**config.mk**
```make
export PLATFORM = sky130hd
export DESIGN_NAME = ppmx_pin_mux
export DESIGN_NICKNAME = d
export VERILOG_FILES = /design/src/hdl/ppmx_pkg.sv /design/src/hdl/ppmx_pin_mux.sv /design/src/hdl/ppmx_fdd_map.sv
export SDC_FILE = /design/constraint.sdc
export NUM_CORES = 1
export LEC_CHECK = 0
export ABC_CLOCK_PERIOD_IN_PS = 7000
export BUFFER_PORTS_ARGS = -buffer_cell sky130_fd_sc_hd__buf_2
export CAP_MARGIN = 30
export CORE_MARGIN = 2
export CORE_UTILIZATION = 46
export DETAILED_ROUTE_END_ITERATION = 8
export GPL_TIMING_DRIVEN = 0
export PLACE_DENSITY = 0.84
export SYNTH_ARGS = -nofsm -noshare
export SYNTH_HDL_FRONTEND = slang
export SYNTH_SLANG_ARGS = --single-unit
```
**constraint.sdc**
```tcl
create_clock -name MCLK -period 7 [get_ports MCLK]
set_input_delay 0.7 -clock MCLK [delete_from_list [all_inputs] [get_ports MCLK]]
set_output_delay 0.7 -clock MCLK [all_outputs]
set_load 0.03 [all_outputs]
```
**src/hdl/ppmx_pkg.sv**
```systemverilog
package ppmx_pkg;

   // Pin positions on the 17-pin port vector
   localparam int NPINS = 17;
   localparam int PIN_STB = 0;
   localparam int PIN_D0 = 1;
   localparam int PIN_D1 = 2;
   localparam int PIN_D2 = 3;
   localparam int PIN_D3 = 4;
   localparam int PIN_D4 = 5;
   localparam int PIN_D5 = 6;
   localparam int PIN_D6 = 7;
   localparam int PIN_D7 = 8;
   localparam int PIN_ACK = 9;
   localparam int PIN_BUSY = 10;
   localparam int PIN_PE = 11;
   localparam int PIN_SLCT = 12;
   localparam int PIN_ALF = 13;
   localparam int PIN_ERR = 14;
   localparam int PIN_INIT = 15;
   localparam int PIN_SLIN = 16;

   // Pin groups
   localparam logic [16:0] MCU_OUT_PINS = 17'h1A001;
   localparam logic [16:0] MCU_DATA_PINS = 17'h001FE;
   localparam logic [16:0] STATUS_PINS = 17'h05E00;
   localparam logic [16:0] FDD_FIXED_OUT_PINS = 17'h1F800;
   localparam logic [16:0] FDD_PAIR0_PINS = 17'h00081;
   localparam logic [16:0] FDD_PAIR1_PINS = 17'h00600;
   localparam logic [16:0] PINS_RELEASED = 17'h1FFFF;
   localparam logic [16:0] PINS_ZERO = 17'h00000;

   // Device-mode field codes
   localparam logic [1:0] MODE_ONE_DRIVE = 2'h1;
   localparam logic [1:0] MODE_TWO_DRIVE = 2'h2;

   // Readbacks while the host lacks the pins
   localparam logic [7:0] CTRL_NO_CABLE = 8'h04;
   localparam logic [7:0] STAT_NO_CABLE = 8'h48;

   // Reset values
   localparam logic [7:0] BYTE_ZERO = 8'h00;
   localparam logic [6:0] FDD_IN_IDLE = 7'h7F;

   typedef enum logic [1:0] {
      OWN_MCU = 2'b00,
      OWN_FDC = 2'b01,
      OWN_HOST = 2'b10
   } ppmx_owner_t;

   typedef struct packed {
      ppmx_owner_t owner;
      logic [16:0] pin_out;
      logic [16:0] pin_oe_n;
      logic [6:0] fdd_in;
      logic [16:0] mcu_in;
      logic [7:0] data_wr;
      logic [7:0] data_rd;
      logic [7:0] ctrl_rd;
      logic [7:0] stat_rd;
   } ppmx_state_t;

endpackage

```
**src/hdl/ppmx_pin_mux.sv**
```systemverilog
// Behaviour
// Select bit 0 gives pins to microcontroller.
// Select 1, mode 01/10 gives floppy interface.
// Select 1, mode 00/11 gives host port.
// Host owner state drives pins, incl power-down.
// Floppy owner state drives pins, incl power-down.
// Microcontroller outputs driven unless power-good low.
// Software disables port DMA/IRQ without ownership.
// Non-owner host data read returns last write.
// Non-owner control read shows cable disconnected.
// Non-owner status read: busy,pe,slct 0; ack,err 1.
// Microcontroller enable bit matters only for host.
// Floppy mode hides the port from host.
// Floppy signals mapped onto fixed port pins.
// Floppy outputs are open-drain, low only.
// Mode bits choose one- or two-drive mode.
// Drive swap picks which drive uses port.
// Two-drive mode drives both select/motor pairs.
// One-drive mode leaves the other pair inactive.
// Deactivated or powered-down owner releases pins.
// Floppy pins ignore port device activation state.
// Floppy controller mode bits do not matter.
// Code 01 one-drive, code 10 two-drive.
`timescale 1ns/1ps
`default_nettype none
module ppmx_pin_mux (
   input wire logic MCLK,
   input wire logic RST,
   input wire logic HOST_ACCESS_SELECT,
   input wire logic [1:0] DEVICE_MODE,
   input wire logic FDC_ACTIVE,
   input wire logic FDC_POWER_DOWN,
   input wire logic PP_ACTIVE,
   input wire logic PP_POWER_DOWN,
   input wire logic DRIVE_SWAP,
   input wire logic VCC2_POWER_GOOD,
   input wire logic MCU_PP_ENABLE,
   input wire logic [ppmx_pkg::NPINS-1:0] MCU_PIN_OUT,
   input wire logic MCU_DATA_DRIVE,
   input wire logic [ppmx_pkg::NPINS-1:0] HOST_PIN_OUT,
   input wire logic [ppmx_pkg::NPINS-1:0] HOST_PIN_DRIVE,
   input wire logic HOST_DATA_WRITE,
   input wire logic [7:0] HOST_DATA_WDATA,
   input wire logic [7:0] HOST_DATA_LD,
   input wire logic [7:0] HOST_CTRL_LD,
   input wire logic [7:0] HOST_STAT_LD,
   input wire logic DRIVE0_SELECT_N,
   input wire logic DRIVE1_SELECT_N,
   input wire logic MOTOR0_ON_N,
   input wire logic MOTOR1_ON_N,
   input wire logic WRITE_PULSE_N,
   input wire logic WRITE_GATE_N,
   input wire logic DENSITY_SELECT,
   input wire logic HEAD_SELECT_N,
   input wire logic STEP_DIRECTION_N,
   input wire logic STEP_PULSE_N,
   input wire logic [ppmx_pkg::NPINS-1:0] PIN_IN,
   output logic [ppmx_pkg::NPINS-1:0] PIN_OUT,
   output logic [ppmx_pkg::NPINS-1:0] PIN_OE_N,
   output ppmx_pkg::ppmx_owner_t PIN_OWNER,
   output logic [7:0] HOST_DATA_RD,
   output logic [7:0] HOST_CTRL_RD,
   output logic [7:0] HOST_STAT_RD,
   output logic [ppmx_pkg::NPINS-1:0] MCU_PIN_IN,
   output logic INDEX_PULSE_N,
   output logic TRACK_ZERO_N,
   output logic WRITE_PROTECT_N,
   output logic READ_PULSE_N,
   output logic DISK_CHANGED_N,
   output logic MEDIA_ID_BIT0,
   output logic MEDIA_ID_BIT1
);
   import ppmx_pkg::*;

   ppmx_state_t s_q;
   ppmx_state_t s_d;
   logic fdd_mode;
   logic dual_drive;
   logic fdd_enable;
   logic host_enable;
   logic [16:0] mcu_drive;
   logic [16:0] fdd_out;
   logic [16:0] fdd_oe_n;

   // Mode 01 one drive, 10 two drives; floppy mode bits 7:6 are not inputs
   assign fdd_mode = HOST_ACCESS_SELECT &&
                     (DEVICE_MODE == MODE_ONE_DRIVE || DEVICE_MODE == MODE_TWO_DRIVE);
   assign dual_drive = (DEVICE_MODE == MODE_TWO_DRIVE);
   // Port device activation is deliberately not looked at here
   assign fdd_enable = FDC_ACTIVE && !FDC_POWER_DOWN;
   // Enable bit from the microcontroller only gates the host owner
   assign host_enable = PP_ACTIVE && !PP_POWER_DOWN && MCU_PP_ENABLE;
   // Status pins are inputs in SPP use; data follows direction bit
   assign mcu_drive = VCC2_POWER_GOOD ?
                      (MCU_OUT_PINS | (MCU_DATA_DRIVE ? MCU_DATA_PINS : PINS_ZERO)) : PINS_ZERO;

   ppmx_fdd_map u_fdd_map (
      .enable(fdd_enable),
      .dual_drive(dual_drive),
      .drive_swap(DRIVE_SWAP),
      .drive0_select_n(DRIVE0_SELECT_N),
      .drive1_select_n(DRIVE1_SELECT_N),
      .motor0_on_n(MOTOR0_ON_N),
      .motor1_on_n(MOTOR1_ON_N),
      .write_pulse_n(WRITE_PULSE_N),
      .write_gate_n(WRITE_GATE_N),
      .density_select(DENSITY_SELECT),
      .head_select_n(HEAD_SELECT_N),
      .step_direction_n(STEP_DIRECTION_N),
      .step_pulse_n(STEP_PULSE_N),
      .pin_out(fdd_out),
      .pin_oe_n(fdd_oe_n)
   );

   always_comb begin
      s_d = s_q;
      if (!HOST_ACCESS_SELECT) begin
         s_d.owner = OWN_MCU;
      end else if (fdd_mode) begin
         s_d.owner = OWN_FDC;
      end else begin
         s_d.owner = OWN_HOST;
      end
      case (s_d.owner)
         OWN_MCU: begin
            s_d.pin_out = MCU_PIN_OUT;
            s_d.pin_oe_n = ~mcu_drive;
         end
         OWN_FDC: begin
            s_d.pin_out = fdd_out;
            s_d.pin_oe_n = fdd_oe_n;
         end
         OWN_HOST: begin
            if (host_enable) begin
               s_d.pin_out = HOST_PIN_OUT;
               s_d.pin_oe_n = ~HOST_PIN_DRIVE;
            end else begin
               s_d.pin_out = PINS_ZERO;
               s_d.pin_oe_n = PINS_RELEASED;
            end
         end
         default: begin
            s_d.pin_out = PINS_ZERO;
            s_d.pin_oe_n = PINS_RELEASED;
         end
      endcase
      // Floppy inputs idle high when the port is not the floppy's
      if (s_d.owner == OWN_FDC) begin
         s_d.fdd_in = {PIN_IN[PIN_D7], PIN_IN[PIN_D5], PIN_IN[PIN_D4], PIN_IN[PIN_D3],
                       PIN_IN[PIN_D2], PIN_IN[PIN_D1], PIN_IN[PIN_D0]};
      end else begin
         s_d.fdd_in = FDD_IN_IDLE;
      end
      s_d.mcu_in = PIN_IN;
      // Latched under every owner so the shadow is current on hand-over
      if (HOST_DATA_WRITE) begin
         s_d.data_wr = HOST_DATA_WDATA;
      end
      if (s_d.owner == OWN_HOST) begin
         s_d.data_rd = HOST_DATA_LD;
         s_d.ctrl_rd = HOST_CTRL_LD;
         s_d.stat_rd = HOST_STAT_LD;
      end else begin
         s_d.data_rd = s_q.data_wr;
         s_d.ctrl_rd = CTRL_NO_CABLE;
         s_d.stat_rd = STAT_NO_CABLE;
      end
   end

   always_ff @(posedge MCLK or posedge RST) begin
      if (RST) begin
         s_q.owner <= OWN_MCU;
         s_q.pin_out <= PINS_ZERO;
         s_q.pin_oe_n <= PINS_RELEASED;
         s_q.fdd_in <= FDD_IN_IDLE;
         s_q.mcu_in <= PINS_ZERO;
         s_q.data_wr <= BYTE_ZERO;
         s_q.data_rd <= BYTE_ZERO;
         s_q.ctrl_rd <= CTRL_NO_CABLE;
         s_q.stat_rd <= STAT_NO_CABLE;
      end else begin
         s_q <= s_d;
      end
   end

   assign PIN_OUT = s_q.pin_out;
   assign PIN_OE_N = s_q.pin_oe_n;
   assign PIN_OWNER = s_q.owner;
   assign HOST_DATA_RD = s_q.data_rd;
   assign HOST_CTRL_RD = s_q.ctrl_rd;
   assign HOST_STAT_RD = s_q.stat_rd;
   assign MCU_PIN_IN = s_q.mcu_in;
   assign INDEX_PULSE_N = s_q.fdd_in[0];
   assign TRACK_ZERO_N = s_q.fdd_in[1];
   assign WRITE_PROTECT_N = s_q.fdd_in[2];
   assign READ_PULSE_N = s_q.fdd_in[3];
   assign DISK_CHANGED_N = s_q.fdd_in[4];
   assign MEDIA_ID_BIT0 = s_q.fdd_in[5];
   assign MEDIA_ID_BIT1 = s_q.fdd_in[6];
endmodule // ppmx_pin_mux
`default_nettype wire

```
**src/hdl/ppmx_fdd_map.sv**
```systemverilog
`timescale 1ns/1ps
`default_nettype none
module ppmx_fdd_map (
   input wire logic enable,
   input wire logic dual_drive,
   input wire logic drive_swap,
   input wire logic drive0_select_n,
   input wire logic drive1_select_n,
   input wire logic motor0_on_n,
   input wire logic motor1_on_n,
   input wire logic write_pulse_n,
   input wire logic write_gate_n,
   input wire logic density_select,
   input wire logic head_select_n,
   input wire logic step_direction_n,
   input wire logic step_pulse_n,
   output logic [ppmx_pkg::NPINS-1:0] pin_out,
   output logic [ppmx_pkg::NPINS-1:0] pin_oe_n
);
   import ppmx_pkg::*;

   logic [16:0] level;
   logic [16:0] used;

   always_comb begin
      level = PINS_RELEASED;
      level[PIN_STB] = drive0_select_n;
      level[PIN_D6] = motor0_on_n;
      level[PIN_ACK] = drive1_select_n;
      level[PIN_BUSY] = motor1_on_n;
      level[PIN_PE] = write_pulse_n;
      level[PIN_SLCT] = write_gate_n;
      level[PIN_ALF] = density_select;
      level[PIN_ERR] = head_select_n;
      level[PIN_INIT] = step_direction_n;
      level[PIN_SLIN] = step_pulse_n;
      used = FDD_FIXED_OUT_PINS;
      // Swap 0 puts drive 1 on the port, swap 1 puts drive 0 there
      if (dual_drive || drive_swap) begin
         used = used | FDD_PAIR0_PINS;
      end
      if (dual_drive || !drive_swap) begin
         used = used | FDD_PAIR1_PINS;
      end
      if (!enable) begin
         used = PINS_ZERO;
      end
      // Only ever pull low; pull-ups are external
      pin_out = PINS_ZERO;
      pin_oe_n = ~(used & ~level);
   end
endmodule // ppmx_fdd_map
`default_nettype wire

```
---- After elaboration in Yosys (flattened, before gate mapping) ----
Cells that the tools add are included.
W data, S select, Z words.
cells by class
  multiplexer cells ....................... 11
  eq/ne operators ......................... 4
  reductions and logical operators ........ 11
  bitwise operators ....................... 5
operators with widths
  cell                  number
  $pmux W34 S3          1
  $not A17 Y17          4
  $mux W17              2
  $mux W34              1
  $mux W24              1
  $and A17 B17 Y17      1
  $mux W11              1
  $mux W9               1
  $mux W8               1
  $mux W7               1
  $eq A2 B1 Y1 const B  2
  $eq A2 B2 Y1 const B  2
  $logic_and A1 B1 Y1   4
  $mux W2               2
  $logic_not A1 Y1      3
  $logic_or A1 B1 Y1    3
  $logic_not A2 Y1      1
word-level totals
  input bits .............................. 124
  word-level logic and storage cells ...... 40
  output and inout bits ................... 84
  bits in registers ....................... 92

---- Depth between registers and ports, before layout ----
Gate-level depths: netlist (run 1).
  depth in word-level cells ............... 8
  gate-level depth with buffers ........... 7
  depth with buffers taken out ............ 5

---- By module ----
From an unflattened synthesis (run 1), not the netlist that was laid out.
second synthesis, totals
  cells, all modules ...................... 375
  area total of the unflattened synthesis .. 4205.3 um2
by module, submodules not included
  module        area an instance (um2)  sequential area each (um2)  cells an instance  instances
  ppmx_pin_mux  3935.0                  2336.0                      337                1
  ppmx_fdd_map  270.3                   0.0                         38                 1

---- Least setup slack after synthesis (run 1) ----
Ideal clock, no wire load.
  kind .................................... input to register
  start ................................... input port DEVICE_MODE[0]
  end ..................................... register s_q, in the netlist PIN_OE_N[13]
  arrival ................................. 1668 ps
  data required time ...................... 6911 ps
  path buffers ............................ 2
  stages .................................. 6
  library setup time ...................... 89 ps
  slack ................................... 5243 ps
  cells stage by stage .................... inv_1 ha_1 clkbuf_2 clkbuf_1 o31ai_1 o22ai_1
RTL lines
  item                line                source
  start: declaration  ppmx_pin_mux.sv:30  input wire logic [1:0] DEVICE_MODE,
  end: declaration    ppmx_pin_mux.sv:75  ppmx_state_t s_q;

---- Final worst setup path (run 1) ----
  start ................................... register s_q, in the netlist PIN_OE_N[7]
  end ..................................... output port PIN_OE_N[7] (netlist name)
RTL lines
  item              line                source
  end: declaration  ppmx_pin_mux.sv:59  output logic [ppmx_pkg::NPINS-1:0] PIN_OE_N,
No word-level cell between the ends.

==> results of run 1 <==
## registers in the layout (all words and copies together) (netlist names)
name and cells:
DISK_CHANGED_N 1, HOST_CTRL_RD 8, HOST_DATA_RD 8, HOST_STAT_RD 8
INDEX_PULSE_N 1, MCU_PIN_IN 17, MEDIA_ID_BIT0 1, MEDIA_ID_BIT1 1
PIN_OE_N 17, PIN_OUT 17, PIN_OWNER 2, READ_PULSE_N 1
TRACK_ZERO_N 1, WRITE_PROTECT_N 1, s_q 8
## logic make-up (layout without fill, tap and decap cells)
family / Yosys count / in the layout / share of synthesized area
buffers and inverters: 96 / 319 / 0.183
DFF: 92 / 92 / 0.612
and+or+nand+nor: 46 / 46 / 0.0731
AOI/OAI and AO/OA: 39 / 39 / 0.0810
muxes: 16 / 16 / 0.0472
adders and majority gates: 1 / 1 / 0.00328
## cells in the final DEF (no fill, tap or decap), types with 6 or more instances in the layout
cell | Yosys | layout
a21o_1 | 8 | 8
a22o_1 | 17 | 17
and3_1 | 11 | 11
buf_2 | 2 | 208
buf_4 | 77 | 77
buf_6 | 6 | 6
clkbuf_1 | 5 | 6
clkbuf_8 | 0 | 10
dfrtp_1 | 65 | 65
dfstp_2 | 27 | 27
mux2_2 | 16 | 16
nand2_1 | 7 | 7
## cell type report
type / instances / area [um^2] / share of cell area
repair buffers: 207 / 1060 / 0.204
flip-flops and latches: 92 / 2340 / 0.451
plain buffers: 91 / 679 / 0.131
clock buffers: 11 / 141 / 0.0273
multi-input cells: 102 / 781 / 0.151
inverters: 5 / 21.3 / 0.00410
clock inverters: 5 / 35.0 / 0.00676
well taps: 105 / 131 / 0.0253
## stage by stage
stage	power, mW	instance area [um^2]	instances
final	1.14	5180	618
after detailed placement	0.840	5010	602
after global routing	1.21	5180	618
after floorplan	0.755	3810	290
after global placement	0.830	4980	601
after CTS	1.16	5180	618
## worst max-delay path: stages (launching register included)
cell     delay [ns]
dfstp_2        0.53
buf_4          0.09
buf_2          0.19
## worst paths after layout
kind                                        from                         to  slack (ns)  depth (start not counted)
setup reg to reg             s_q[30]$_DFFE_PP0P_  HOST_DATA_RD[6]$_DFF_PP0_        6.22                          1
max in group asynchronous                    RST     PIN_OE_N[16]$_DFF_PP1_        5.96                          3
hold / removal                               RST      PIN_OUT[13]$_DFF_PP0_        0.37                          2
setup / recovery           PIN_OE_N[7]$_DFF_PP1_                PIN_OE_N[7]        5.14                          2
min in group MCLK                     PIN_IN[16]   MCU_PIN_IN[16]$_DFF_PP0_        0.45                          1
hold reg to reg              s_q[29]$_DFFE_PP0P_        s_q[29]$_DFFE_PP0P_        0.51                          1
## routing by layer
layer	GRT usage	routed length, um	up-vias
met1	0.212	3160	1271
met4	0.0592	76	0
met3	0.0593	659	8
met5	0	0	-
li1	-	-	1329
met2	0.335	4500	110
## power breakdown
group,total (mW),switching (mW),internal (mW)
clock network,0.319,0.179,0.140
registers,0.584,0.0106,0.574
logic,0.242,0.132,0.109
==> impl_metrics.env, run 1 <==
export IMPL_synth_warning_count=0
export IMPL_vias=2718
export IMPL_required_ns=6.30
export IMPL_cp_max_fo=1
export IMPL_start_kind="register"
export IMPL_powerDensity_nw_per_um2=221
export IMPL_clock_sinks=92
export IMPL_rows=33
export IMPL_fin_ws_ns=5.14
export IMPL_worstSetupPathType="register to output pin"
export IMPL_grt_pass1_vias=2703
export IMPL_max_cap_violations=0
export IMPL_cts_hold_buffers=0
export IMPL_drive_gt1_frac=0.708
export IMPL_synth_ff_type="dfrtp_1"
export IMPL_die_w_um=95.1
export IMPL_synth_seq_cells=92
export IMPL_cts_path_max_buffers=2
export IMPL_yosys_area_top_type_share=0.426
export IMPL_postSynthAreaPerCell_um2=13.2
export IMPL_overflow=0
export IMPL_io_pins=208
export IMPL_setup_tns_ns=0
export IMPL_yosysSeqAreaShare=0.612
export IMPL_antennaDiodeCount=0
export IMPL_drt_iter0_markers=59
export IMPL_slew_limit_headroom=0.662
export IMPL_grt_start_max_net_pins=57
export IMPL_hold_ws_ns=0.367
export IMPL_syn_nets=415
export IMPL_drc=0
export IMPL_utilization=0.637
export IMPL_cts_resized=0
export IMPL_syn_to_final_growth_pct=35.9
export IMPL_gp_congestion=0.768
export IMPL_dpl_hpwl_mm=6.77
export IMPL_netlist_area_um2=3810
export IMPL_die_area_um2=9040
export IMPL_fillers=642
export IMPL_power_leakage_nw=2.79
export IMPL_ir_drop_uv=132
export IMPL_max_freq_mhz=539
export IMPL_routedWlPerCell_um=13.6
export IMPL_min_period_ns=1.86
export IMPL_grt_setup_unrepaired="false"
export IMPL_finalMaxSlewViolations=0
export IMPL_dr_pass1_iters=4
export IMPL_numCtsBuffers=9
export IMPL_end_kind="output pin"
export IMPL_drt_wl_total_mm=8.39
export IMPL_setup_viol=0
export IMPL_finalHoldViolations=0
export IMPL_worst_pin_slew_ns=0.507
export IMPL_ant_nets=0
export IMPL_synth_area_top_cells="dfrtp_1 43%, dfstp_2 19%, buf_4 15%"
export IMPL_ys_types=34
export IMPL_status="finished clean"
export IMPL_post_cts_buffers=0
export IMPL_cts_root_buf="clkbuf_8"
export IMPL_synth_edff_count=0
export IMPL_core_area_um2=8130
export IMPL_io_buffer_count=206
export IMPL_fin_nets=633
export IMPL_netlist_top_cells_count="77 x buf_4, 65 x dfrtp_1, 27 x dfstp_2, 17 x a22o_1, 16 x mux2_2"
export IMPL_hold_class="primary input to asynchronous set/reset pin"
export IMPL_clock_latency_ns=0.35
export IMPL_synth_most_common_cell="buf_4"
export IMPL_dp_slack_ns=4.81
export IMPL_synth_top_cell_by_area="dfrtp_1"
export IMPL_routed_via_density=4.40
export IMPL_antenna_found_initial=0
export IMPL_async_flop_share=1.00
export IMPL_cp_arrival_ns=1.16
export IMPL_fin_crit_sh=0.265
export IMPL_grt_pass1_wl_mm=12.8
export IMPL_path_clk_slew_ns=0.09
export IMPL_finClkSkew_ns=0.00767
export IMPL_die_height_um=95.1
export IMPL_start_util=0.469
export IMPL_cts_tree="done"
export IMPL_track_usage=0.187
export IMPL_syn_inst=290
export IMPL_h_tree_depth=3
Power figures use the tool's default switching activity.
==> run 2, diff against run 1 <==
- ABC_AREA: not set -> 1
- ABC_CLOCK_PERIOD_IN_PS: 7000 -> 1720
- CORE_UTILIZATION: 46 -> 45
- PLACE_DENSITY: 0.84 -> 0.82
- clock period: 7 -> 1.72 ns (I/O delays scaled with it)
==> run 2 against run 1 <==
Power increased to 4.3 times the previous value. Non-clock buffer count increased by 20. Final area increased by 6.8%. Core utilization increased by 3.0 points. Setup slack got worse by 4.8 ns. Critical endpoint is now PIN_OE_N[12]. Via count increased by 20%.
==> impl_metrics.env, run 2 <==
export IMPL_cp_max_fo=1
export IMPL_worstSetupPathType="register to output pin"
export IMPL_cts_hold_buffers=22
export IMPL_die_w_um=97.0
export IMPL_drc=0
export IMPL_async_flop_share=1.00
export IMPL_numCtsBuffers=9
export IMPL_grt_setup_unrepaired="false"
export IMPL_fillers=682
export IMPL_required_ns=1.55
export IMPL_setup_viol=0
export IMPL_routedWlPerCell_um=13.0
export IMPL_finClkSkew_ns=0.0141
export IMPL_io_pins=208
export IMPL_syn_inst=402
export IMPL_antennaDiodeCount=0
export IMPL_synth_most_common_cell="nand2_1"
export IMPL_max_cap_violations=0
export IMPL_finalHoldViolations=0
export IMPL_drt_wl_total_mm=9.79
export IMPL_ant_nets=0
export IMPL_netlist_top_cells_count="117 x nand2_1, 80 x buf_4, 65 x dfrtp_1, 38 x inv_1, 27 x dfstp_2"
export IMPL_max_freq_mhz=753
export IMPL_cts_root_buf="clkbuf_8"
export IMPL_synth_seq_cells=92
export IMPL_slew_limit_headroom=0.614
export IMPL_cts_resized=0
export IMPL_grt_start_max_net_pins=39
export IMPL_synth_area_top_cells="dfrtp_1 42%, dfstp_2 18%, buf_4 15%"
export IMPL_dr_pass1_iters=4
export IMPL_drt_iter0_markers=70
export IMPL_muxShareOfSynthArea=0
export IMPL_mostFrequentLayoutCells="211 x buf_2, 117 x nand2_1, 80 x buf_4, 65 x dfrtp_1, 37 x inv_1"
export IMPL_cts_path_max_buffers=2
export IMPL_synth_top_family_by_area="buffers and inverters"
export IMPL_routed_via_density=4.31
export IMPL_syn_to_final_growth_pct=42.2
export IMPL_finalMaxSlewViolations=0
export IMPL_power_leakage_nw=3.13
export IMPL_synth_xor_area_share=0
export IMPL_overflow=0
export IMPL_grt_pass1_vias=3402
export IMPL_powerDensity_nw_per_um2=887
export IMPL_fin_crit_sh=0.772
export IMPL_final_cells=755
export IMPL_synthAdderAreaFrac=0.00322
export IMPL_yosys_area_share_simple=0.167
export IMPL_yosysSeqAreaShare=0.600
export IMPL_cp_arrival_ns=1.16
export IMPL_gp_congestion=0.751
export IMPL_syn_nets=527
export IMPL_hold_class="primary input to register"
export IMPL_synth_ff_type="dfrtp_1"
export IMPL_post_cts_buffers=0
export IMPL_fin_nets=770
export IMPL_fin_area_um2=5530
export IMPL_path_clk_slew_ns=0.10
export IMPL_start_util=0.469
export IMPL_synth_top_cell_by_area="dfrtp_1"
export IMPL_cts_tree="done"
export IMPL_final_common_cell="buf_2"
export IMPL_status="finished clean"
export IMPL_die_area_um2=9410
export IMPL_synth_warning_count=0
export IMPL_dp_cells=716
export IMPL_postSynthAreaPerCell_um2=9.68
export IMPL_worst_pin_slew_ns=0.578
export IMPL_track_usage=0.215
export IMPL_synth_edff_count=0
export IMPL_min_period_ns=1.33
export IMPL_core_area_um2=8300
export IMPL_vias=3251
export IMPL_io_buffer_count=207
export IMPL_yosys_area_top_type_share=0.418
export IMPL_die_height_um=97.0
export IMPL_synth_compound_area_share=0.0289
export IMPL_dpl_instance_area_um2=5100
export IMPL_netlist_area_um2=3890
export IMPL_clock_latency_ns=0.35
export IMPL_ir_drop_uv=433
export IMPL_drive_gt1_frac=0.542
export IMPL_h_tree_depth=3
export IMPL_start_kind="register"
export IMPL_clock_sinks=92
export IMPL_dpl_hpwl_mm=7.54
export IMPL_ys_types=18
export IMPL_end_kind="output pin"
export IMPL_rows=33
export IMPL_antenna_found_initial=0
export IMPL_grt_pass1_wl_mm=15.9
==> run 2: per-stage QoR <==
| stage | setup TNS (ns) | hold WS [ns] | utilization | power [mW] | setup slack [ns] |
|---|---|---|---|---|---|
| after floorplan | 0 | 0.203 | - | 3.08 | 0.492 |
| after global placement | -3.69 | 0.280 | 0.610 | 3.41 | -0.0606 |
| after detailed placement | 0 | 0.263 | 0.615 | 3.45 | 0.164 |
| after CTS | 0 | 0.000523 | 0.666 | 4.96 | 0.372 |
| after global routing | 0 | 0.00310 | 0.667 | 5.16 | 0.298 |
| final | 0 | 0.0158 | 0.667 | 4.91 | 0.391 |
==> run 2: worst paths after layout <==
kind,start,endpoint,slack [ns],depth (start not counted)
min in group asynchronous,RST,s_q[26]$_DFFE_PP0P_,0.43,3
setup / recovery,PIN_OE_N[12]$_DFF_PP1_,PIN_OE_N[12],0.39,2
max in group asynchronous,RST,PIN_OE_N[13]$_DFF_PP1_,0.43,5
setup reg to reg,s_q[25]$_DFFE_PP0P_,HOST_DATA_RD[1]$_DFF_PP0_,1.02,2
hold / removal,HOST_PIN_DRIVE[12],PIN_OE_N[12]$_DFF_PP1_,0.02,4
hold reg to reg,s_q[26]$_DFFE_PP0P_,s_q[26]$_DFFE_PP0P_,0.53,2
==> run 2: critical path: stages, from the launching register on <==
cell     delay (ns)
dfstp_2        0.54
buf_4          0.09
buf_2          0.18
==> run 2: logic make-up (layout without fill, tap and decap cells) <==
kind of cell,count (synthesis),in the layout
AOI/OAI and AO/OA,22,22
adders and majority gates,1,1
buffers and inverters,127,375
DFF,92,92
and+or+nand+nor,160,160
==> run 2: area by class of cell <==
cell class	instances	area, um^2	area share
Sequential cell	92	2340	0.422
Timing Repair Buffer	232	1310	0.236
Clock inverter	5	60.1	0.0109
Tap cell	105	131	0.0237
Multi-Input combinational cell	183	773	0.140
Clock buffer	11	141	0.0255
Inverter	41	158	0.0285
Buffer	86	628	0.113
==> run 2: routing by layer <==
metal	routed length [um]	GRT usage	vias up
li1	-	-	1609
met1	3740	0.240	1468
met2	5180	0.382	152
met3	633	0.0513	22
met4	227	0.107	0
met5	0	0	-
==> run 2: power by group <==
part	leakage (nW)	total (mW)	internal (mW)	switching, mW
sequential	1.10	2.39	2.34	0.0442
clock	0.0999	1.47	0.718	0.748
combinational	1.93	1.05	0.450	0.603
total	3.13	4.91	3.51	1.40
==> run 3, diff against run 2 <==
- ABC_AREA: 1 -> 0
- ABC_CLOCK_PERIOD_IN_PS: 1720 -> 1330
- PLACE_DENSITY: 0.82 -> 0.83
- clock period: 1.72 -> 1.33 ns (I/O delays scaled with it)
==> run 3 against run 2 <==
Via count decreased by 8.2%. Clock skew decreased by 0.0027 ns. Register-to-register slack got worse by 0.46 ns. Critical path type unchanged. Largest cell class unchanged. Highest routed layer unchanged.
==> impl_metrics.env, run 3 (synthesis results as in run 1) <==
export IMPL_status="finished clean"
export IMPL_setup_viol=0
export IMPL_hold_path_depth=2
export IMPL_fin_ws_ns=0.0449
export IMPL_cp_arrival_ns=1.15
export IMPL_wl_met1_mm=3.40
export IMPL_max_freq_mhz=778
export IMPL_gp_congestion=0.719
export IMPL_ir_drop_uv=682
export IMPL_start_kind="register"
export IMPL_final_common_cell="buf_2"
export IMPL_cts_tree="done"
export IMPL_path_clk_slew_ns=0.10
export IMPL_cp_depth=2
export IMPL_critPathMaxStageDelay_ns=0.54
export IMPL_min_period_ns=1.29
export IMPL_io_buffer_count=206
export IMPL_routed_via_density=4.46
export IMPL_hold_ws_ns=0.0117
export IMPL_rows=33
export IMPL_grt_start_max_net_pins=47
export IMPL_end_kind="output pin"
export IMPL_track_usage=0.198
export IMPL_critPathTopFamily="flip-flops"
export IMPL_required_ns=1.20
export IMPL_drt_wl_total_mm=9.34
export IMPL_die_area_um2=9230
export IMPL_cp_cell_sequence="buf_4 > buf_2"
export IMPL_antenna_found_initial=0
export IMPL_dpl_hpwl_mm=6.66
export IMPL_drt_iter0_markers=73
export IMPL_wl_met2_mm=5.03
export IMPL_rr_startpoint="s_q[30]$_DFFE_PP0P_"
export IMPL_clock_latency_ns=0.34
export IMPL_max_cap_violations=0
export IMPL_antennaDiodeCount=0
export IMPL_cts_root_buf="clkbuf_8"
export IMPL_power_leakage_nw=3.01
export IMPL_top_layer="met4"
export IMPL_grt_setup_unrepaired="false"
export IMPL_die_height_um=96.1
export IMPL_vias=2983
export IMPL_hold_start="HOST_PIN_OUT[7]"
export IMPL_start_util=0.464
export IMPL_cts_path_max_buffers=2
export IMPL_powerDensity_nw_per_um2=1090
export IMPL_syn_to_final_growth_pct=49.6
export IMPL_rrSetupSlack_ns=0.56
export IMPL_worst_pin_slew_ns=0.424
export IMPL_min_to="PIN_OUT[7]$_DFF_PP0_"
export IMPL_numCtsBuffers=9
export IMPL_clock_sinks=92
export IMPL_worstSetupPathType="register to output pin"
export IMPL_dr_pass1_iters=6
export IMPL_mostFrequentLayoutCells="208 x buf_2, 77 x buf_4, 65 x dfrtp_1, 50 x dlygate4sd3_1, 27 x dfstp_2"
export IMPL_finClkSkew_ns=0.0113
export IMPL_drive_gt1_frac=0.647
export IMPL_utilization=0.695
export IMPL_overflow=0
export IMPL_dp_slack_ns=-0.216
export IMPL_grt_pass1_vias=3091
export IMPL_post_cts_buffers=0
export IMPL_cts_resized=0
export IMPL_fin_crit_sh=0.966
export IMPL_reg2regPathDepth=1
export IMPL_cp_max_fo=1
export IMPL_io_pins=208
export IMPL_worst_path_max_delay_cell="dfstp_2"
export IMPL_hold_class="primary input to register"
export IMPL_core_area_um2=8220
export IMPL_slew_limit_headroom=0.718
export IMPL_fin_nets=684
export IMPL_die_w_um=96.1
export IMPL_routedWlPerCell_um=14.0
export IMPL_grt_pass1_wl_mm=13.9
export IMPL_finalMaxSlewViolations=0
export IMPL_wl_met3_um=695
export IMPL_drc=0
export IMPL_h_tree_depth=3
export IMPL_ant_nets=0
export IMPL_critPathBufInv=2
export IMPL_finalHoldViolations=0
export IMPL_regToRegEndpoint="s_q[30]$_DFFE_PP0P_"
run 3: final cells by class:
| class | count | area, um^2 |
|---|---|---|
| fill | 597 | 2510 |
| sequential | 92 | 2340 |
| timing repair buffer | 258 | 1570 |
| multi-input combinational | 102 | 781 |
| buffer | 91 | 679 |
| clock buffer | 10 | 138 |
| tap | 105 | 131 |
| clock inverter | 6 | 47.5 |
| inverter | 5 | 22.5 |
run 3: repair_timing:
action,CTS,global route
setup endpoints to repair,0,0
endpoints found under the hold margin,115,2
hold buffers,48,2
run 3: power by group:
part	leakage, nW	switching (mW)	internal, mW
Combinational	1.83	0.724	0.675
Sequential	1.09	0.0570	3.02
Clock	0.0985	0.973	0.751
run 3: through the flow:
| step | cells | TNS, ns | cell area, um^2 | power (mW) |
|---|---|---|---|---|
| floorplan | 290 | 0 | 3820 | 3.98 |
| global placement | 601 | -25.50 | 4980 | 4.37 |
| finish | 669 | 0 | 5710 | 6.20 |
| detailed placement | 603 | -1.76 | 5020 | 4.42 |
| CTS | 667 | 0 | 5690 | 6.26 |
| global route | 669 | 0 | 5710 | 6.51 |
run 3: worst max path at each step:
stage                                 from                        end  slack, ns
floorplan                              RST  HOST_CTRL_RD[0]$_DFF_PP0_       0.14
global placement                       RST     PIN_OWNER[1]$_DFF_PP0_      -0.36
detailed placement          DEVICE_MODE[0]     PIN_OE_N[16]$_DFF_PP1_      -0.22
CTS                 PIN_OE_N[11]$_DFF_PP1_               PIN_OE_N[11]       0.03
global route        PIN_OE_N[11]$_DFF_PP1_               PIN_OE_N[11]       0.01
finish              PIN_OE_N[11]$_DFF_PP1_               PIN_OE_N[11]       0.04
run 3: routing by layer:
layer  global-route usage  up-vias
li1                     -     1431
met4               0.0714        0
met3               0.0556       20
met2                0.365      120
met1                0.214     1412
met5                    0        -
